File: src/rtl/bdio_defines.vh
// shared constants of the board digital i/o block
`ifndef BDIO_DEFINES_VH
`define BDIO_DEFINES_VH

// ============================================================
// bus geometry
`define BDIO_ADR_W          18
`define BDIO_IDX_W          16
`define BDIO_IDX_LSB        2
`define BDIO_DAT_W          32
`define BDIO_REG_W          8
`define BDIO_PAD_W          24

// ============================================================
// register indices, byte address is four times the index
`define BDIO_IDX_A_DATA     16'h8000
`define BDIO_IDX_A_DIR      16'h8001
`define BDIO_IDX_D_DATA     16'h8008
`define BDIO_IDX_D_DIR      16'h8009
`define BDIO_IDX_E_DATA     16'h800A
`define BDIO_IDX_P1_DATA    16'h8080
`define BDIO_IDX_P2_DATA    16'h8081
`define BDIO_IDX_P3_DATA    16'h8082
`define BDIO_IDX_P_CTRL     16'h8083
`define BDIO_IDX_CFG        16'h8090
`define BDIO_IDX_TSEL       16'h8091

// ============================================================
// reset values and unmapped answer
`define BDIO_RST_BYTE       8'h00
`define BDIO_RST_CFG        3'h0
`define BDIO_RD_NONE        8'h00

// ============================================================
// field positions
`define BDIO_CFG_SPI_BIT    0
`define BDIO_CFG_AD8_BIT    1
`define BDIO_CFG_SER2_BIT   2
`define BDIO_CFG_W          3
`define BDIO_CTL_P1_BIT     0
`define BDIO_CTL_P2_BIT     1
`define BDIO_CTL_P3L_BIT    2
`define BDIO_CTL_P3U_BIT    3
`define BDIO_SER2_TX_BIT    3
`define BDIO_SER2_RX_BIT    4
`define BDIO_HC_LSB         5
`define BDIO_HC_N           3
`define BDIO_D_RXD_BIT      0
`define BDIO_D_TXD_BIT      1
`define BDIO_D_GP_LSB       2
`define BDIO_D_GP_W         4
`define BDIO_NIB_W          4

`endif

File: src/rtl/bdio_io_cell.v
// bidirectional port slice: data latch, direction latch, pin drive
`timescale 1ns/1ps
`include "bdio_defines.vh"

module bdio_io_cell #(
  parameter W = 8
) (
  // clock and reset
  input  wire         clk_i,
  input  wire         rst_i,
  // register writes
  input  wire         dat_we_i,
  input  wire [W-1:0] dir_we_i,
  input  wire [W-1:0] wdat_i,
  input  wire [W-1:0] wdir_i,
  // alternate function takeover
  input  wire [W-1:0] alt_en_i,
  input  wire [W-1:0] alt_dout_i,
  input  wire [W-1:0] alt_den_i,
  // pins
  input  wire [W-1:0] pin_i,
  output wire [W-1:0] pin_o,
  output wire [W-1:0] pin_oe_n_o,
  // register view
  output wire [W-1:0] rd_o,
  output wire [W-1:0] dir_o
);

  reg [W-1:0] out_q;  // output data latch
  reg [W-1:0] dir_q;  // 1 = output

  genvar i;
  generate
    for (i = 0; i < W; i = i + 1) begin : g_bit
      // ============================================================
      // per-bit latches, every bit is an input after reset
      always @(posedge clk_i) begin
        if (rst_i) begin
          out_q[i] <= 1'b0;
          dir_q[i] <= 1'b0;                                // RL19
        end else begin
          if (dat_we_i)
            out_q[i] <= wdat_i[i];                         // RL17
          if (dir_we_i[i])
            dir_q[i] <= wdir_i[i];                         // RL18
        end
      end
      // alternate function owns the pin while enabled
      assign pin_o[i]      = alt_en_i[i] ? alt_dout_i[i] : out_q[i];
      assign pin_oe_n_o[i] = alt_en_i[i] ? ~alt_den_i[i] : ~dir_q[i];
      // inputs read the pin level, outputs read back the latch
      assign rd_o[i]       = dir_q[i] ? out_q[i] : pin_i[i];  // RL1
    end
  endgenerate

  assign dir_o = dir_q;

endmodule

File: src/rtl/bdio_wb_if.v
// classic wishbone handshake: one wait state, registered ack
`timescale 1ns/1ps
`include "bdio_defines.vh"

module bdio_wb_if (
  // clock and reset
  input  wire clk_i,
  input  wire rst_i,
  // bus request
  input  wire cyc_i,
  input  wire stb_i,
  input  wire we_i,
  input  wire sel0_i,
  // answer and strobes
  output wire ack_o,
  output wire wr_o,
  output wire rd_o
);

  reg ack;  // high one cycle per request

  // ============================================================
  // ack rises one edge after the request and drops the next
  always @(posedge clk_i) begin
    if (rst_i)
      ack <= 1'b0;
    else
      ack <= cyc_i & stb_i & ~ack;
  end

  assign ack_o = ack;
  // read data is captured on the same edge ack rises
  assign rd_o  = cyc_i & stb_i & ~ack;
  // writes land on the edge where the master sees ack
  assign wr_o  = cyc_i & stb_i & we_i & sel0_i & ack;

endmodule

File: src/rtl/bdio_top.v
// board digital i/o ports behind a classic wishbone slave
//
// Function
// RL1 - input pin level reads back as bit value
// RL2 - two 8-bit cpu ports plus four spare bits
// RL3 - three 8-bit adapter ports, own addresses
// RL4 - cpu per bit, adapter bytes, third per nibble
// RL5 - bitwise port per-bit direction, timer takeover
// RL6 - bits 3 and 4 carry secondary serial
// RL7 - serial port: bits 0-1 uart, 2-5 sync serial
// RL8 - sync serial off after reset until enabled
// RL9 - spare bits 2-5 plain i/o when sync off
// RL10 - input port feeds converter or digital reads
// RL11 - converter off after reset
// RL12 - first adapter port has no alternate use
// RL13 - three second-port bits drive high-current outputs
// RL14 - fourth high-current output from programmable logic
// RL15 - third port upper nibble general i/o
// RL16 - software makes upper nibble output for rs485
// RL17 - written 1 drives high, 0 drives low
// RL18 - direction bit 1 output, 0 input
// RL19 - all configurable bits input after reset
//
// Decided for this implementation: register access over Wishbone.
`timescale 1ns/1ps
`include "bdio_defines.vh"

module bdio_top (
  // clock and reset
  input  wire                     clk_i,
  input  wire                     rst_i,
  // wishbone slave
  input  wire                     cyc_i,
  input  wire                     stb_i,
  input  wire                     we_i,
  input  wire [3:0]               sel_i,
  input  wire [`BDIO_ADR_W-1:0]   adr_i,
  input  wire [`BDIO_DAT_W-1:0]   dat_i,
  output reg  [`BDIO_DAT_W-1:0]   dat_o,
  output wire                     ack_o,
  // bitwise cpu port pins
  input  wire [7:0]               pa_pin_i,
  output wire [7:0]               pa_pin_o,
  output wire [7:0]               pa_pin_oe_n_o,
  // timer functions on the bitwise port
  input  wire [7:0]               timer_dout_i,
  input  wire [7:0]               timer_den_i,
  output wire [7:0]               timer_din_o,
  // secondary serial channel
  input  wire                     ser2_txd_i,
  output wire                     ser2_rxd_o,
  // serial-shared port pins, bits 0 to 5
  input  wire [5:0]               pd_pin_i,
  output wire [5:0]               pd_pin_o,
  output wire [5:0]               pd_pin_oe_n_o,
  // primary serial channel
  input  wire                     uart_txd_i,
  output wire                     uart_rxd_o,
  // synchronous serial engine, bits 2 to 5
  input  wire [3:0]               spi_dout_i,
  input  wire [3:0]               spi_den_i,
  output wire [3:0]               spi_din_o,
  output wire                     spi_en_o,
  // analog-shared input port
  input  wire [7:0]               pe_pin_i,
  output wire [7:0]               ad8_in_o,
  output wire                     ad8_on_o,
  // adapter port pins
  input  wire [7:0]               p1_pin_i,
  output wire [7:0]               p1_pin_o,
  output wire [7:0]               p1_pin_oe_n_o,
  input  wire [7:0]               p2_pin_i,
  output wire [7:0]               p2_pin_o,
  output wire [7:0]               p2_pin_oe_n_o,
  input  wire [7:0]               p3_pin_i,
  output wire [7:0]               p3_pin_o,
  output wire [7:0]               p3_pin_oe_n_o,
  // high-current driver gates
  input  wire                     pld_hc_i,
  output wire [3:0]               hc_on_o
);

  // ============================================================
  // bus handshake
  wire                    wr_stb;  // write lands this edge
  wire                    rd_stb;  // read data captured this edge
  wire [`BDIO_IDX_W-1:0]  idx;     // word index of the access
  wire [7:0]              wbyte;   // low byte lane of write data

  assign idx   = adr_i[`BDIO_ADR_W-1:`BDIO_IDX_LSB];
  assign wbyte = dat_i[7:0];

  bdio_wb_if u_wb (
    .clk_i  (clk_i),
    .rst_i  (rst_i),
    .cyc_i  (cyc_i),
    .stb_i  (stb_i),
    .we_i   (we_i),
    .sel0_i (sel_i[0]),
    .ack_o  (ack_o),
    .wr_o   (wr_stb),
    .rd_o   (rd_stb)
  );

  // ============================================================
  // write strobes per register
  wire wr_a_dat;   // bitwise port data
  wire wr_a_dir;   // bitwise port direction
  wire wr_d_dat;   // serial-spare data
  wire wr_d_dir;   // serial-spare direction
  wire wr_p1;      // adapter first port data
  wire wr_p2;      // adapter second port data
  wire wr_p3;      // adapter third port data
  wire wr_ctl;     // adapter direction control
  wire wr_cfg;     // alternate function enables
  wire wr_tsel;    // timer takeover per bit

  assign wr_a_dat = wr_stb & (idx == `BDIO_IDX_A_DATA);
  assign wr_a_dir = wr_stb & (idx == `BDIO_IDX_A_DIR);
  assign wr_d_dat = wr_stb & (idx == `BDIO_IDX_D_DATA);
  assign wr_d_dir = wr_stb & (idx == `BDIO_IDX_D_DIR);
  assign wr_p1    = wr_stb & (idx == `BDIO_IDX_P1_DATA);
  assign wr_p2    = wr_stb & (idx == `BDIO_IDX_P2_DATA);
  assign wr_p3    = wr_stb & (idx == `BDIO_IDX_P3_DATA);
  assign wr_ctl   = wr_stb & (idx == `BDIO_IDX_P_CTRL);
  assign wr_cfg   = wr_stb & (idx == `BDIO_IDX_CFG);
  assign wr_tsel  = wr_stb & (idx == `BDIO_IDX_TSEL);

  // ============================================================
  // alternate function configuration
  reg  [`BDIO_CFG_W-1:0] cfg;   // spi, converter, secondary serial
  reg  [7:0]             tsel;  // bitwise bits handed to timers
  wire                   spi_en;
  wire                   ad8_on;
  wire                   ser2_en;

  // all three engines start off so the shared pins come up digital
  always @(posedge clk_i) begin
    if (rst_i) begin
      cfg  <= `BDIO_RST_CFG;                               // RL8 RL11
      tsel <= `BDIO_RST_BYTE;
    end else begin
      if (wr_cfg)
        cfg <= wbyte[`BDIO_CFG_W-1:0];
      if (wr_tsel)
        tsel <= wbyte;
    end
  end

  assign spi_en   = cfg[`BDIO_CFG_SPI_BIT];                // RL8
  assign ad8_on   = cfg[`BDIO_CFG_AD8_BIT];                // RL11
  assign ser2_en  = cfg[`BDIO_CFG_SER2_BIT];
  assign spi_en_o = spi_en;
  assign ad8_on_o = ad8_on;

  // ============================================================
  // bitwise cpu port, per-bit direction with takeovers
  wire [7:0] s2_mask;   // bits owned by secondary serial
  wire [7:0] s2_dout;   // tx on its bit, zero elsewhere
  wire [7:0] s2_den;    // only the tx bit is driven
  wire [7:0] pa_alt;    // takeover per bit
  wire [7:0] pa_adout;  // takeover data
  wire [7:0] pa_aden;   // takeover drive request
  wire [7:0] pa_rd;     // register view
  wire [7:0] pa_dir;    // direction latch

  // secondary serial wins over the timer on its two pins
  assign s2_mask  = {8{ser2_en}} &
                    ((8'h01 << `BDIO_SER2_TX_BIT) |
                     (8'h01 << `BDIO_SER2_RX_BIT));        // RL6
  assign s2_dout  = {8{ser2_txd_i}} & (8'h01 << `BDIO_SER2_TX_BIT);
  assign s2_den   = 8'h01 << `BDIO_SER2_TX_BIT;
  assign pa_alt   = tsel | s2_mask;                        // RL5
  assign pa_adout = (timer_dout_i & ~s2_mask) | (s2_dout & s2_mask);
  assign pa_aden  = (timer_den_i & ~s2_mask) | (s2_den & s2_mask);

  bdio_io_cell #(.W(8)) u_pa (
    .clk_i      (clk_i),
    .rst_i      (rst_i),
    .dat_we_i   (wr_a_dat),
    .dir_we_i   ({8{wr_a_dir}}),                           // RL4 RL5
    .wdat_i     (wbyte),
    .wdir_i     (wbyte),
    .alt_en_i   (pa_alt),
    .alt_dout_i (pa_adout),
    .alt_den_i  (pa_aden),
    .pin_i      (pa_pin_i),
    .pin_o      (pa_pin_o),
    .pin_oe_n_o (pa_pin_oe_n_o),
    .rd_o       (pa_rd),
    .dir_o      (pa_dir)
  );

  assign timer_din_o = pa_pin_i;
  assign ser2_rxd_o  = pa_pin_i[`BDIO_SER2_RX_BIT];

  // ============================================================
  // serial-shared port: two uart bits, four spare bits
  wire [3:0] pd_rd;    // spare bits register view
  wire [3:0] pd_dir;   // spare bits direction
  wire [3:0] pd_gp_o;  // spare bits pin data
  wire [3:0] pd_gp_oe; // spare bits enables, low drives

  // the sync serial engine owns bits 2-5 only while enabled
  bdio_io_cell #(.W(`BDIO_D_GP_W)) u_pd (
    .clk_i      (clk_i),
    .rst_i      (rst_i),
    .dat_we_i   (wr_d_dat),
    .dir_we_i   ({`BDIO_D_GP_W{wr_d_dir}}),                // RL9
    .wdat_i     (wbyte[`BDIO_D_GP_LSB+:`BDIO_D_GP_W]),
    .wdir_i     (wbyte[`BDIO_D_GP_LSB+:`BDIO_D_GP_W]),
    .alt_en_i   ({`BDIO_D_GP_W{spi_en}}),                  // RL7
    .alt_dout_i (spi_dout_i),
    .alt_den_i  (spi_den_i),
    .pin_i      (pd_pin_i[`BDIO_D_GP_LSB+:`BDIO_D_GP_W]),
    .pin_o      (pd_gp_o),
    .pin_oe_n_o (pd_gp_oe),
    .rd_o       (pd_rd),
    .dir_o      (pd_dir)
  );

  // bits 0 and 1 stay with the uart and ignore the direction latch
  assign pd_pin_o      = {pd_gp_o, uart_txd_i, 1'b0};      // RL7
  assign pd_pin_oe_n_o = {pd_gp_oe, 1'b0, 1'b1};
  assign uart_rxd_o    = pd_pin_i[`BDIO_D_RXD_BIT];
  assign spi_din_o     = pd_pin_i[`BDIO_D_GP_LSB+:`BDIO_D_GP_W];

  // ============================================================
  // analog-shared input port, never driven
  // while the converter is on the pins are analog, so reads give 0
  assign ad8_in_o = pe_pin_i;                              // RL10

  // ============================================================
  // adapter ports
  wire [7:0] p1_rd;    // first port view
  wire [7:0] p1_dir;   // first port direction
  wire [7:0] p2_rd;    // second port view
  wire [7:0] p2_dir;   // second port direction
  wire [7:0] p2_out;   // second port pin data
  wire [7:0] p3_rd;    // third port view
  wire [7:0] p3_dir;   // third port direction
  wire [7:0] p3_dwe;   // third port direction write, every bit on wr_ctl

  // first port: plain byte i/o, no alternate use
  bdio_io_cell #(.W(8)) u_p1 (
    .clk_i      (clk_i),
    .rst_i      (rst_i),
    .dat_we_i   (wr_p1),
    .dir_we_i   ({8{wr_ctl}}),                             // RL4
    .wdat_i     (wbyte),
    .wdir_i     ({8{wbyte[`BDIO_CTL_P1_BIT]}}),
    .alt_en_i   (`BDIO_RST_BYTE),                          // RL12
    .alt_dout_i (`BDIO_RST_BYTE),
    .alt_den_i  (`BDIO_RST_BYTE),
    .pin_i      (p1_pin_i),
    .pin_o      (p1_pin_o),
    .pin_oe_n_o (p1_pin_oe_n_o),
    .rd_o       (p1_rd),
    .dir_o      (p1_dir)
  );

  // second port: byte direction, top bits gate the drivers
  bdio_io_cell #(.W(8)) u_p2 (
    .clk_i      (clk_i),
    .rst_i      (rst_i),
    .dat_we_i   (wr_p2),
    .dir_we_i   ({8{wr_ctl}}),                             // RL4
    .wdat_i     (wbyte),
    .wdir_i     ({8{wbyte[`BDIO_CTL_P2_BIT]}}),
    .alt_en_i   (`BDIO_RST_BYTE),
    .alt_dout_i (`BDIO_RST_BYTE),
    .alt_den_i  (`BDIO_RST_BYTE),
    .pin_i      (p2_pin_i),
    .pin_o      (p2_out),
    .pin_oe_n_o (p2_pin_oe_n_o),
    .rd_o       (p2_rd),
    .dir_o      (p2_dir)
  );

  assign p2_pin_o = p2_out;

  // drivers 0-2 turn on only for a bit set as output and written 1,
  // so a floating input after reset never energises a load
  assign hc_on_o[`BDIO_HC_N-1:0] =
    p2_out[`BDIO_HC_LSB+:`BDIO_HC_N] &
    p2_dir[`BDIO_HC_LSB+:`BDIO_HC_N];                      // RL13
  assign hc_on_o[`BDIO_HC_N] = pld_hc_i;                   // RL14

  // third port: each nibble has its own direction bit
  assign p3_dwe = {8{wr_ctl}};
  bdio_io_cell #(.W(8)) u_p3 (
    .clk_i      (clk_i),
    .rst_i      (rst_i),
    .dat_we_i   (wr_p3),
    .dir_we_i   (p3_dwe),                                  // RL4
    .wdat_i     (wbyte),
    .wdir_i     ({{`BDIO_NIB_W{wbyte[`BDIO_CTL_P3U_BIT]}},
                  {`BDIO_NIB_W{wbyte[`BDIO_CTL_P3L_BIT]}}}), // RL15
    .alt_en_i   (`BDIO_RST_BYTE),
    .alt_dout_i (`BDIO_RST_BYTE),
    .alt_den_i  (`BDIO_RST_BYTE),
    .pin_i      (p3_pin_i),
    .pin_o      (p3_pin_o),
    .pin_oe_n_o (p3_pin_oe_n_o),
    .rd_o       (p3_rd),
    .dir_o      (p3_dir)
  );
  // transceiver direction is just bit 4 driven as an output;
  // software must set the upper nibble to output first (RL16)

  // ============================================================
  // read multiplexer
  reg [7:0] rdata;  // byte selected by the index

  // unmapped indices still answer, with zero data
  always @* begin
    if (idx == `BDIO_IDX_A_DATA) begin
      rdata = pa_rd;                                       // RL1 RL2
    end else if (idx == `BDIO_IDX_A_DIR) begin
      rdata = pa_dir;
    end else if (idx == `BDIO_IDX_D_DATA) begin
      // uart bits show their pins, top two bits do not exist
      rdata = {2'b00, pd_rd, pd_pin_i[`BDIO_D_TXD_BIT],
               pd_pin_i[`BDIO_D_RXD_BIT]};                 // RL2
    end else if (idx == `BDIO_IDX_D_DIR) begin
      rdata = {2'b00, pd_dir, 2'b00};
    end else if (idx == `BDIO_IDX_E_DATA) begin
      rdata = ad8_on ? `BDIO_RD_NONE : pe_pin_i;           // RL10
    end else if (idx == `BDIO_IDX_P1_DATA) begin
      rdata = p1_rd;                                       // RL3
    end else if (idx == `BDIO_IDX_P2_DATA) begin
      rdata = p2_rd;                                       // RL3
    end else if (idx == `BDIO_IDX_P3_DATA) begin
      rdata = p3_rd;                                       // RL3
    end else if (idx == `BDIO_IDX_P_CTRL) begin
      rdata = {4'h0, p3_dir[`BDIO_NIB_W], p3_dir[0],
               p2_dir[0], p1_dir[0]};
    end else if (idx == `BDIO_IDX_CFG) begin
      rdata = {5'h00, cfg};
    end else if (idx == `BDIO_IDX_TSEL) begin
      rdata = tsel;
    end else begin
      rdata = `BDIO_RD_NONE;
    end
  end

  // ============================================================
  // read data register, loaded on the edge that raises ack
  always @(posedge clk_i) begin
    if (rst_i)
      dat_o <= {`BDIO_DAT_W{1'b0}};
    else if (rd_stb)
      dat_o <= {{`BDIO_PAD_W{1'b0}}, rdata};
  end

endmodule

File: config.mk
export PLATFORM = sky130hd
export DESIGN_NAME = bdio_top
export DESIGN_NICKNAME = d
export VERILOG_FILES = /design/src/rtl/bdio_io_cell.v /design/src/rtl/bdio_wb_if.v /design/src/rtl/bdio_top.v
export VERILOG_INCLUDE_DIRS = /design/src /design/src/rtl
export SDC_FILE = /design/constraint.sdc
export NUM_CORES = 1
export LEC_CHECK = 0
export ABC_AREA = 1
export BUFFER_PORTS_ARGS = -buffer_cell sky130_fd_sc_hd__buf_4
export CORE_MARGIN = 5
export CORE_UTILIZATION = 25
export CTS_BUF_LIST = sky130_fd_sc_hd__clkbuf_8
export DETAILED_ROUTE_END_ITERATION = 7
export PLACE_DENSITY_LB_ADDON = 0.08
export SYNTH_ARGS = -nofsm -noshare
export SYNTH_HDL_FRONTEND = slang
export SYNTH_SLANG_ARGS = --single-unit
File: constraint.sdc
create_clock -name clk_i -period 2.92 [get_ports clk_i]
set_input_delay 0.584 -clock clk_i [delete_from_list [all_inputs] [get_ports clk_i]]
set_output_delay 0.584 -clock clk_i [all_outputs]
set_load 0.01 [all_outputs]
Word level (Yosys, flattened, before mapping)
Index checks and enable logic that the tools add are counted.
{ "word_totals": {"rom_bits": 0, "word_cells": 191, "mem_count": 0, "input_bits": 132, "ff_bits": 72, "latch_bits": 0, "ram_bits": 0} }
{ "classes": {"n_div": 0, "reduce_logical": 0, "n_bitwise": 52, "eq_ne": 11, "magnitude_cmp": 0, "n_mul": 0, "n_mux": 72, "n_shift": 0, "add_sub_neg": 0} }
{ "ops": {"columns": ["operator", "n"], "rows": [
  ["$eq A16 B16 Y1 const B", 11],
  ["$mux W8", 12],
  ["$mux W1", 60],
  ["$not A1 Y1", 29],
  ["$and A8 B8 Y8", 2],
  ["$or A8 B5 Y8", 2],
  ["$and A1 B1 Y1", 15],
  ["$not A5 Y8", 1],
  ["$or A8 B4 Y8", 1],
  ["$and A4 B5 Y5", 1],
  ["$and A3 B3 Y3", 1]
]} }

Depth between registers and ports, before layout
Gate-level depths: netlist of the first run.
{ "logic_depth": {"ltp_word": 12, "mapped_depth": 17, "mapped_depth_nobuf": 16} }

By module
A second synthesis of the first run with hierarchy kept.
{ "unflattened": {"hier_cells": 1121, "area_unflattened_um2": 6678.9} }
{ "modules_own_cells": {"columns": ["mod", "area_each_um2", "instances", "cells_per_inst", "seq_area_each_um2"], "rows": [
  ["bdio_io_cell (u_p1 ...)", 969.7, 4, 164, 320.3],
  ["bdio_top", 2288.4, 1, 377, 380.4],
  ["bdio_io_cell (u_pd)", 470.5, 1, 82, 160.2],
  ["bdio_wb_if", 41.3, 1, 6, 20.0]
]} }

Worst setup path after synthesis of the first run
OpenSTA, ideal clock, no wires.
{ "synth_path": {"path_type": "input port to flip-flop", "from": "in adr_i[17]", "to": "reg dat_o[1]", "path_slack_ns": 1.086, "path_stages": 16, "setup_time_ns": 0.132, "t_arrival_ns": 1.701, "path_buffers": 1, "path_cell_list": "inv_1 > nor2_2 > nand2_1 > nor2_4 > buf_6 > nand3_1 > nand3_1 > nand2_1 > nand2_1 > nand2_1 > nand2_1 > nand2_1 > nand2_1 > nand2_1 > nand2_1 > a21oi_1"} }
{ "synth_between": {"elab_chain_cells": 12} }
{ "synth_rtl": {"columns": ["item", "line_no", "text"], "rows": [
  ["start: declaration", "bdio_top.v:37", "input wire [`BDIO_ADR_W-1:0] adr_i,"],
  ["$eq A16 B16 Y1 (no source line)", null, null],
  ["$mux W8", "bdio_top.v:340", "end else if (idx == `BDIO_IDX_TSEL) begin"],
  ["$mux W8", "bdio_top.v:338", "end else if (idx == `BDIO_IDX_CFG) begin"],
  ["$mux W8", "bdio_top.v:335", "end else if (idx == `BDIO_IDX_P_CTRL) begin"],
  ["$mux W8", "bdio_top.v:333", "end else if (idx == `BDIO_IDX_P3_DATA) begin"],
  ["$mux W8", "bdio_top.v:331", "end else if (idx == `BDIO_IDX_P2_DATA) begin"],
  ["$mux W8", "bdio_top.v:329", "end else if (idx == `BDIO_IDX_P1_DATA) begin"],
  ["$mux W8", "bdio_top.v:327", "end else if (idx == `BDIO_IDX_E_DATA) begin"],
  ["$mux W8", "bdio_top.v:325", "end else if (idx == `BDIO_IDX_D_DIR) begin"],
  ["$mux W8", "bdio_top.v:321", "end else if (idx == `BDIO_IDX_D_DATA) begin"],
  ["$mux W8", "bdio_top.v:319", "end else if (idx == `BDIO_IDX_A_DIR) begin"],
  ["$mux W8 (*)", "bdio_top.v:317", "if (idx == `BDIO_IDX_A_DATA) begin"],
  ["end signal: assignment", "bdio_top.v:351", "dat_o <= {`BDIO_DAT_W{1'b0}};"],
  ["end signal: assignment", "bdio_top.v:353", "dat_o <= {{`BDIO_PAD_W{1'b0}}, rdata};"],
  ["end: declaration", "bdio_top.v:39", "output reg [`BDIO_DAT_W-1:0] dat_o,"]
]} }
Mark *: on every way between the ends. The rest lies on a longest branch, timed or not.
A chain may end at the register's enable or synchronous reset.

==> impl_metrics.env, run 1 <==
export IMPL_max_cap_violations=0
export IMPL_ir_drop_mv=0.1695
export IMPL_worst_pin_slew_ps=868.0
export IMPL_place_congestion=0.8474
export IMPL_cp_arrival_ps=1730
export IMPL_nets=1021
export IMPL_critPathBufInv=2
export IMPL_root_buffer="clkbuf_8"
export IMPL_critical_path_class="reg -> out"
export IMPL_row_count=50
export IMPL_crit_family="buffers and inverters"
export IMPL_path_clk_slew_ps=80
export IMPL_setup_violations_final=0
export IMPL_rsz0062_at_grt="no"
export IMPL_grt_max_degree=73
export IMPL_crit_path_end_kind="output pin"
export IMPL_power_share_clock=0.377
export IMPL_cts_hold_buf=0
export IMPL_syn_inst=737
export IMPL_crit_chain="clkinv_1 > buf_4"
export IMPL_crit_fanout=16
export IMPL_timing_setup_tns_ps=0
export IMPL_initial_core_util=0.2561
export IMPL_die_height_um=149.1
export IMPL_finalCriticalPeriod_ps=2317
export IMPL_hp_class="reg -> reg"
export IMPL_cp_depth=2
export IMPL_cts_buffers=9
export IMPL_vias=5112
export IMPL_cts_tree="done"
export IMPL_r2r_cells=7
export IMPL_first_pass_iters=5
export IMPL_yosys_warnings=0
export IMPL_die_area_mm2=0.02224
export IMPL_slowest_stage="dfxtp_1"
export IMPL_io_pins=269
export IMPL_crit_path_start_kind="flop"
export IMPL_areaGrowthSynthToFinish_pct=31.99
export IMPL_dpl_hpwl_um=15390
export IMPL_clock_path_buffers=2
export IMPL_regArea_mm2=0.001441
export IMPL_power_density_mw_per_mm2=312.8
export IMPL_cts_setup_buffers=0
export IMPL_skew_ps=6.434
export IMPL_r2r_end="dat_o[6]"
export IMPL_dp_cells=1138
export IMPL_drc_errors=0
export IMPL_worstSkewPairLatency_ps=370
export IMPL_fin_crit_sh=0.7935
export IMPL_drive_gt1_frac=0.2956
export IMPL_core_mm2=0.01889
export IMPL_grt_pass1_vias=4940
export IMPL_p_leak_nw=2.786
export IMPL_crit_path_end="p1_pin_oe_n_o[2]"
export IMPL_synthDistinctLibCells=39
export IMPL_grt_usage=0.1706
export IMPL_drv_slew=0
export IMPL_grt_overflow=0
export IMPL_cpPeakStageDelay_ps=560
export IMPL_antenna_found_initial=0
export IMPL_cp_required_ps=2340
export IMPL_fillers=2141
export IMPL_max_freq_mhz=431.6
export IMPL_swShare=0.2754
export IMPL_finalHoldViolations=0
export IMPL_pwr_share_comb=0.131
export IMPL_p_sw_mw=0.5502
export IMPL_p_int_mw=1.448
export IMPL_r2r_start="u_p1.dir_o[6]"
export IMPL_syn_avg_cell_area_um2=6.565
export IMPL_die_x_um=149.1
export IMPL_vias_per_cell=4.434
export IMPL_portBuffers=208
export IMPL_finalNonFillerCells=1153
export IMPL_n_antenna_cell=0
export IMPL_r2r_slack_ps=680
export IMPL_slew_limit_headroom=0.4213
export IMPL_ant_nets=0
export IMPL_avgRoutedWirePerCell_um=17.02
export IMPL_htree_levels=3
export IMPL_outcome="finished, final reports clean"
export IMPL_grt_pass1_wl_um=28790
export IMPL_ctsResizeCount=0
export IMPL_syn_cell_area_mm2=0.004838
export IMPL_drtIter0Drc=352
export IMPL_p_seq_frac=0.491
export IMPL_multi_input_area_mm2=0.002491
export IMPL_ys_ff_latch=72
export IMPL_routed_wl_um=19630
export IMPL_yosysSeqAreaShare=0.2979
export IMPL_cp_startpoint="u_p1.dir_o[6]"
export IMPL_clkSinkCount=72
-- state kept, by name (all words and copies together) (netlist names) --
name	flops
u_p2.out_q	8
cfg	3
u_pa.out_q	8
u_pd.out_q	4
u_pd.dir_o	4
u_p1.out_q	8
u_p3.out_q	8
u_pa.dir_o	8
u_p3.dir_o	2
dat_o	8
u_wb.ack_o	1
tsel	8
u_p1.dir_o	1
u_p2.dir_o	1
-- metal layers --
metal | track usage | up-vias | share of wire
li1 | - | 2633 | -
met1 | 0.2355 | 2279 | 0.48
met2 | 0.2677 | 177 | 0.45
met3 | 0.03494 | 23 | 0.056
met4 | 0.05263 | 0 | 0.019
met5 | 0 | - | 0
-- area by class of cell --
class | count | share of cell area
multi-input cells | 499 | 0.3901
clock buffers | 11 | 0.02371
flip-flops and latches | 72 | 0.2257
repair buffers | 214 | 0.2516
clock inverters | 4 | 0.003331
inverters | 93 | 0.05466
well taps | 260 | 0.05094
-- cell usage in the layout (no fill, tap or decap), types with 5 or more instances in the layout --
master / n
nand2_1: 134
buf_4: 214
nor2_1: 90
nand2_2: 5
a211oi_1: 55
nand3_1: 36
o21ai_0: 60
dfxtp_1: 72
nor2_2: 6
inv_1: 80
nor2_4: 5
o211ai_1: 8
conb_1: 27
a21oi_1: 30
clkbuf_8: 11
nand4_1: 12
inv_2: 11
-- power groups by stage --
stage                     clock, mW  combinational (mW)  sequential (mW)
after floorplan                   0               0.143             1.01
after global placement            0               0.264             1.00
after detailed placement          0               0.263             1.00
after CTS                     0.785               0.264            0.982
after global routing          0.827               0.286            0.982
final                         0.754               0.262            0.982
-- logic make-up (layout without fill, tap and decap cells) --
family / count (synthesis) / in the layout / synth area share
and+or+nand+nor: 305 / 305 / 0.2811
buffers and inverters: 191 / 322 / 0.2066
AOI/OAI and AO/OA: 164 / 164 / 0.2066
DFF: 72 / 72 / 0.2979
muxes: 3 / 3 / 0.006207
other: 2 / 27 / 0.001552
-- tightest hold or removal path, cell delays in order (launching register included) --
cell and delay [ps]:
dfxtp_1 320, nand2_1 60, a21oi_1 50
-- worst min path at each step --
stage	startpoint	to	slack, ps	depth (start not counted)
2_1_floorplan	u_pa.out_q[3]	u_pa.out_q[3]	450	2
3_3_place_gp	dat_o[0]	dat_o[0]	460	2
3_5_place_dp	dat_o[4]	dat_o[4]	460	2
4_1_cts	dat_o[3]	dat_o[3]	470	2
5_1_grt	u_p1.out_q[2]	u_p1.out_q[2]	500	2
6_report	dat_o[3]	dat_o[3]	470	2
-- per-stage QoR --
| stage | utilization | power, mW | hold slack, ps | area (um2) | worst slack, ps |
|---|---|---|---|---|---|
| floorplan | - | 1.148 | 445.7 | 4932 | 1086 |
| global placement | 0.3289 | 1.269 | 460.3 | 6213 | 459.0 |
| detailed placement | 0.3289 | 1.268 | 459.9 | 6213 | 416.0 |
| CTS | 0.3380 | 2.030 | 472.6 | 6386 | 514.8 |
| global route | 0.3380 | 2.095 | 497.9 | 6386 | 392.6 |
| finish | 0.3380 | 1.998 | 469.3 | 6386 | 603.1 |
-- Yosys cell counts --
cell type,number,area share
nand4_1,12,0.016
nor3_1,4,0.0041
and2_1,1,0.0013
buf_6,1,0.0023
nor3_2,4,0.0083
inv_2,11,0.0085
nor4_1,2,0.0026
nand2_2,5,0.0065
and3_1,1,0.0013
nor2_4,5,0.012
o21ai_0,60,0.062
clkinv_1,3,0.0023
buf_2,5,0.0052
a211oi_1,55,0.085
inv_1,79,0.061
conb_1,2,0.0016
nand3_1,36,0.037
a21oi_1,30,0.031
o211ai_1,8,0.012
clkbuf_1,17,0.013
buf_1,2,0.0016
a211o_1,1,0.0018
o22ai_1,3,0.0039
a22oi_1,1,0.0016
or2_2,1,0.0013
nor2_2,6,0.0078
o21ai_1,2,0.0021
a31oi_1,1,0.0013
nand3_4,1,0.0036
buf_4,71,0.11
nor2_1,90,0.070
o221ai_1,1,0.0018
mux2i_1,3,0.0062
dfxtp_1,72,0.30
nand2_1,134,0.10
a22o_1,1,0.0018
nand3_2,3,0.0062
o21bai_1,1,0.0016
clkbuf_2,2,0.0021
No activity file was read; power rests on OpenSTA's default activity.
==> run 2, diff against run 1 <==
--- a/config.mk
+++ b/config.mk
@@ -6,7 +6,7 @@
 export SDC_FILE = /design/constraint.sdc
 export NUM_CORES = 1
 export LEC_CHECK = 0
-export ABC_AREA = 1
+export ABC_AREA = 0
 export BUFFER_PORTS_ARGS = -buffer_cell sky130_fd_sc_hd__buf_4
 export CORE_MARGIN = 5
 export CORE_UTILIZATION = 25
==> constraint.sdc (replaced) <==
create_clock -name clk_i -period 2.05 [get_ports clk_i]
set_input_delay 0.41 -clock clk_i [delete_from_list [all_inputs] [get_ports clk_i]]
set_output_delay 0.41 -clock clk_i [all_outputs]
set_load 0.01 [all_outputs]
==> impl_metrics.env, run 2 <==
export IMPL_yosysTopAreaCellShare=0.3018
export IMPL_dp_cells=1034
export IMPL_regArea_mm2=0.001443
export IMPL_critPathBufInv=4
export IMPL_core_mm2=0.01877
export IMPL_cp_required_ps=1640
export IMPL_clkSinkCount=72
export IMPL_antenna_found_initial=0
export IMPL_clock_path_buffers=2
export IMPL_cts_buffers=9
export IMPL_n_antenna_cell=0
export IMPL_yosys_area_share_simple=0.2159
export IMPL_grt_max_degree=70
export IMPL_power_density_mw_per_mm2=432.9
export IMPL_areaGrowthSynthToFinish_pct=47.81
export IMPL_worstSkewPairLatency_ps=370
export IMPL_timing_setup_tns_ps=0
export IMPL_mostFrequentLayoutCell="buf_4"
export IMPL_io_pins=269
export IMPL_synth_compound_area_share=0.1344
export IMPL_max_freq_mhz=526.8
export IMPL_synth_main_ff_cell="dfxtp_1"
export IMPL_synthAdderAreaFrac=0
export IMPL_cts_setup_buffers=0
export IMPL_grt_usage=0.1867
export IMPL_dpl_hpwl_um=16910
export IMPL_finalCriticalPeriod_ps=1898
export IMPL_crit_path_end_kind="output pin"
export IMPL_root_buffer="clkbuf_8"
export IMPL_slowest_stage="dfxtp_1"
export IMPL_vias=5023
export IMPL_vias_per_cell=4.784
export IMPL_rsz0062_at_grt="no"
export IMPL_yosysSeqAreaShare=0.3018
export IMPL_first_pass_iters=4
export IMPL_layout_common_cells="buf_4 (294), dfxtp_1 (71), mux2i_1 (69), nor2_1 (57), a21oi_1 (48)"
export IMPL_skew_ps=9.513
export IMPL_fin_area_mm2=0.007059
export IMPL_syn_inst=577
export IMPL_ir_drop_mv=0.3843
export IMPL_crit_family="flip-flops"
export IMPL_multi_input_area_mm2=0.002724
export IMPL_p_total_mw=3.056
export IMPL_worst_slack_ps=151.9
export IMPL_placed_area_mm2=0.006863
export IMPL_die_area_mm2=0.02197
export IMPL_drc_errors=0
export IMPL_cp_arrival_ps=1490
export IMPL_cts_tree="done"
export IMPL_fillers=1993
export IMPL_worst_pin_slew_ps=783.5
export IMPL_slew_limit_headroom=0.4777
export IMPL_synthDistinctLibCells=51
export IMPL_synth_edf_count=0
export IMPL_grt_pass1_wl_um=31330
export IMPL_portBuffers=208
export IMPL_crit_fanout=8
export IMPL_post_synth_top_count_cell="dfxtp_1"
export IMPL_finalNonFillerCells=1050
export IMPL_finalHoldViolations=0
export IMPL_synthTopCellsByCount="dfxtp_1 (72), buf_4 (71), mux2i_1 (69), nor2_1 (57), a21oi_1 (48)"
export IMPL_r2r_cells=5
export IMPL_die_x_um=148.2
export IMPL_crit_chain="buf_4 > inv_1 > buf_4 > buf_4"
export IMPL_cp_depth=4
export IMPL_path_clk_slew_ps=90
export IMPL_synth_top_family_by_area="simple AND/OR/NAND/NOR gates"
export IMPL_netlist_top_cells_area="dfxtp_1 (30%), mux2i_1 (14%), buf_4 (11%)"
export IMPL_p_leak_nw=2.864
export IMPL_syn_cell_area_mm2=0.004776
export IMPL_setup_violations_final=0
export IMPL_crit_top_cell="buf_4"
export IMPL_critical_path_class="reg -> out"
export IMPL_synth_xor_area_frac=0
export IMPL_ys_ff_latch=72
export IMPL_grt_pass1_vias=5172
export IMPL_routed_wl_um=20870
export IMPL_drtIter0Drc=207
export IMPL_grt_overflow=0
export IMPL_drive_gt1_frac=0.4387
export IMPL_outcome="finished, final reports clean"
export IMPL_hp_class="in -> reg"
export IMPL_drv_slew=0
export IMPL_initial_core_util=0.2545
export IMPL_synthMuxAreaShare=0.1988
export IMPL_avgRoutedWirePerCell_um=19.87
export IMPL_post_place_ws_ps=-281.3
export IMPL_hold_path_depth=3
export IMPL_crit_path_start_kind="flop"
export IMPL_ant_nets=0
export IMPL_htree_levels=3
export IMPL_fin_crit_sh=0.9259
export IMPL_nets=943
export IMPL_max_cap_violations=0
export IMPL_ys_async_sr_fraction=0
export IMPL_synth_top_area_cell="dfxtp_1"
export IMPL_die_height_um=148.2
export IMPL_cpPeakStageDelay_ps=560
export IMPL_place_congestion=0.8510
export IMPL_syn_avg_cell_area_um2=8.277
export IMPL_row_count=50
export IMPL_yosys_warnings=0
## run 2: changes by cell type after synthesis, sizes merged, moves of 7 or more
cell | previous run | this run
nand2 | 139 | 44
nand3 | 40 | 26
mux2 | 0 | 23
a211oi | 55 | 7
mux2i | 3 | 69
a21oi | 30 | 48
o21ai | 62 | 17
inv | 90 | 10
o211ai | 8 | 1
nor2 | 101 | 61
## run 2: per-layer routing
layer  part of all wire  track usage  wire (um)
met1               0.44       0.2459       9159
met2               0.47       0.3065       9786
met3              0.067      0.03656       1389
met4              0.025      0.06328        531
met5                  0            0          0
## run 2: worst paths after layout
path / start / to / slack [ps]
setup reg to reg: u_p2.dir_o[5] / dat_o[7] / 210
setup / recovery: u_p1.dir_o[6] / p1_pin_oe_n_o[3] / 150
hold / removal: dat_i[7] / u_p3.out_q[7] / 350
hold reg to reg: u_p3.out_q[2] / u_p3.out_q[2] / 470
## run 2: final cells by class
cell class | instances | share of cell area
multi-input cells | 416 | 0.3859
repair buffers | 302 | 0.3353
flip-flops and latches | 72 | 0.2044
well taps | 234 | 0.04147
clock buffers | 9 | 0.01755
clock inverters | 7 | 0.01010
inverters | 10 | 0.005317
## run 2: kinds of logic (layout without fill, tap and decap cells)
family	count (synthesis)	in the layout
compound gates	105	105
flops	72	72
mux	92	92
other cells	2	27
simple gates	192	192
buf+inv	114	328
## run 2: stage by stage
stage | hold slack, ps | utilization
2_1_floorplan | 473.2 | -
3_3_place_gp | 460.8 | 0.3657
3_5_place_dp | 468.0 | 0.3657
4_1_cts | 324.0 | 0.3761
5_1_grt | 355.3 | 0.3761
6_report | 348.6 | 0.3761
## run 2: tightest hold or removal path: cells and delay by family
kind                   cells  cell delay [ps]
AO/OA/AOI/OAI              1               50
AND/OR/NAND/NOR            1               60
buffers and inverters      1              150
## run 2: power breakdown
part | switching (mW) | internal [mW]
logic | 0.235 | 0.238
registers | 0.00127 | 1.40
clock network | 0.618 | 0.564
## run 2: what timing repair did
item,in CTS,in global routing
setup endpoints to repair,0,1
gates resized for setup,0,1
hold buffers,0,0
==> run 3, diff against run 2 <==
==> constraint.sdc (replaced) <==
create_clock -name clk_i -period 2.3 [get_ports clk_i]
set_input_delay 0.46 -clock clk_i [delete_from_list [all_inputs] [get_ports clk_i]]
set_output_delay 0.46 -clock clk_i [all_outputs]
set_load 0.005 [all_outputs]
==> impl_metrics.env, run 3 (synthesis results as in run 2) <==
export IMPL_outcome="finished, final reports clean"
export IMPL_hold_path_depth=3
export IMPL_critical_path_class="reg -> out"
export IMPL_grt_pass1_vias=4915
export IMPL_cts_buffers=9
export IMPL_place_congestion=0.8437
export IMPL_drtIter0Drc=289
export IMPL_crit_fanout=11
export IMPL_worstSkewPairLatency_ps=370
export IMPL_fillers=2016
export IMPL_grt_pass1_wl_um=29340
export IMPL_initial_core_util=0.2545
export IMPL_areaGrowthSynthToFinish_pct=40.06
export IMPL_die_x_um=148.2
export IMPL_worst_slack_ps=210.9
export IMPL_use_met3=0.04601
export IMPL_p_leak_nw=2.663
export IMPL_cts_setup_buffers=0
export IMPL_setup_violations_final=0
export IMPL_r2r_cells=5
export IMPL_vias=4860
export IMPL_timing_setup_tns_ps=0
export IMPL_avgRoutedWirePerCell_um=19.78
export IMPL_cts_hold_buf=0
export IMPL_cp_required_ps=1840
export IMPL_clkSinkCount=72
export IMPL_first_pass_iters=5
export IMPL_crit_path_start_kind="flop"
export IMPL_slew_limit_headroom=0.4959
export IMPL_hp_class="in -> reg"
export IMPL_layout_common_cells="buf_4 (269), dfxtp_1 (72), mux2i_1 (69), nor2_1 (57), a21oi_1 (48)"
export IMPL_dpl_hpwl_um=16050
export IMPL_die_area_mm2=0.02197
export IMPL_die_height_um=148.2
export IMPL_row_count=50
export IMPL_ctsResizeCount=0
export IMPL_cp_arrival_ps=1630
export IMPL_grt_usage=0.1758
export IMPL_antenna_found_initial=0
export IMPL_htree_levels=3
export IMPL_finalCriticalPeriod_ps=2089
export IMPL_p_total_mw=2.495
export IMPL_root_buffer="clkbuf_8"
export IMPL_mostFrequentLayoutCell="buf_4"
export IMPL_ant_nets=0
export IMPL_core_mm2=0.01877
export IMPL_grt_max_degree=70
export IMPL_skew_ps=10.40
export IMPL_worst_pin_slew_ps=756.1
export IMPL_dp_cells=1002
export IMPL_grt_overflow=0
export IMPL_rsz0062_at_grt="no"
export IMPL_drv_slew=0
export IMPL_finalHoldViolations=0
export IMPL_path_clk_slew_ps=70
export IMPL_max_cap_violations=0
export IMPL_fin_crit_sh=0.9083
export IMPL_finalNonFillerCells=1016
export IMPL_max_freq_mhz=478.7
export IMPL_io_pins=269
export IMPL_drive_gt1_frac=0.4092
export IMPL_portBuffers=208
export IMPL_grt_busiest_layer="met2"
export IMPL_routed_wl_um=20100
export IMPL_vias_per_cell=4.783
export IMPL_post_place_ws_ps=-117.9
export IMPL_ir_drop_mv=0.2178
export IMPL_crit_path_end_kind="output pin"
export IMPL_cts_tree="done"
export IMPL_clock_path_buffers=2
export IMPL_drc_errors=0
export IMPL_met1_usage=0.2246
export IMPL_nets=911
export IMPL_use_met2=0.2980
export IMPL_n_antenna_cell=0
export IMPL_power_density_mw_per_mm2=373.0
==> run 3: cell types whose count changed in the layout (fill, tap and decap cells not counted) <==
cell / before / now
buf_4: 294 / 269
buf_12: 8 / 1
inv_1: 10 / 13
clkinv_2: 3 / 1
clkinv_4: 2 / 0
bufinv_16: 1 / 0
clkbuf_8: 9 / 10
dfxtp_1: 71 / 72
dfxtp_2: 1 / 0
inv_6: 1 / 0
==> run 3: per-layer routing <==
layer	routed length (um)	share of wire	vias to the layer above
met3	1415	0.070	16
met5	0	0	-
met1	8854	0.44	2290
met2	9595	0.48	185
li1	-	-	2369
met4	235	0.012	0
==> run 3: report_power, final <==
part           leakage [nW]  internal (mW)  switching (mW)
sequential            0.580           1.25         0.00117
clock                0.0918          0.396           0.483
combinational          1.99          0.185           0.182
total                  2.66           1.83           0.667
==> run 3: worst max-delay path, cell delays in order, from the launching register on <==
cell,delay [ps]
dfxtp_1,710
mux2_2,410
buf_4,130
==> run 3: final cells by class <==
cell class                      count  area, um2  area share
Tap cell                          234      292.8     0.04377
Timing Repair Buffer              270       2039      0.3049
Clock inverter                      4      16.27    0.002432
Clock buffer                       10      137.6     0.02058
Sequential cell                    72       1441      0.2155
Multi-Input combinational cell    416       2724      0.4072
Inverter                           10      37.54    0.005612
==> run 3: final timing paths <==
path	startpoint	to	slack (ps)
worst max-delay path	cfg[0]	pd_pin_o[4]	210
worst min-delay path	dat_i[6]	u_p3.out_q[6]	410
worst max register to register	u_p2.dir_o[5]	dat_o[6]	330
worst min register to register	u_p3.out_q[3]	u_p3.out_q[3]	470
==> run 3: through the flow <==
step                utilization  cell area (um2)  hold slack [ps]
detailed placement       0.3482             6535            460.2
global route             0.3564             6689            400.0
global placement         0.3482             6535            461.4
floorplan                     -             4870            457.8
CTS                      0.3564             6689            393.6
finish                   0.3564             6689            409.7
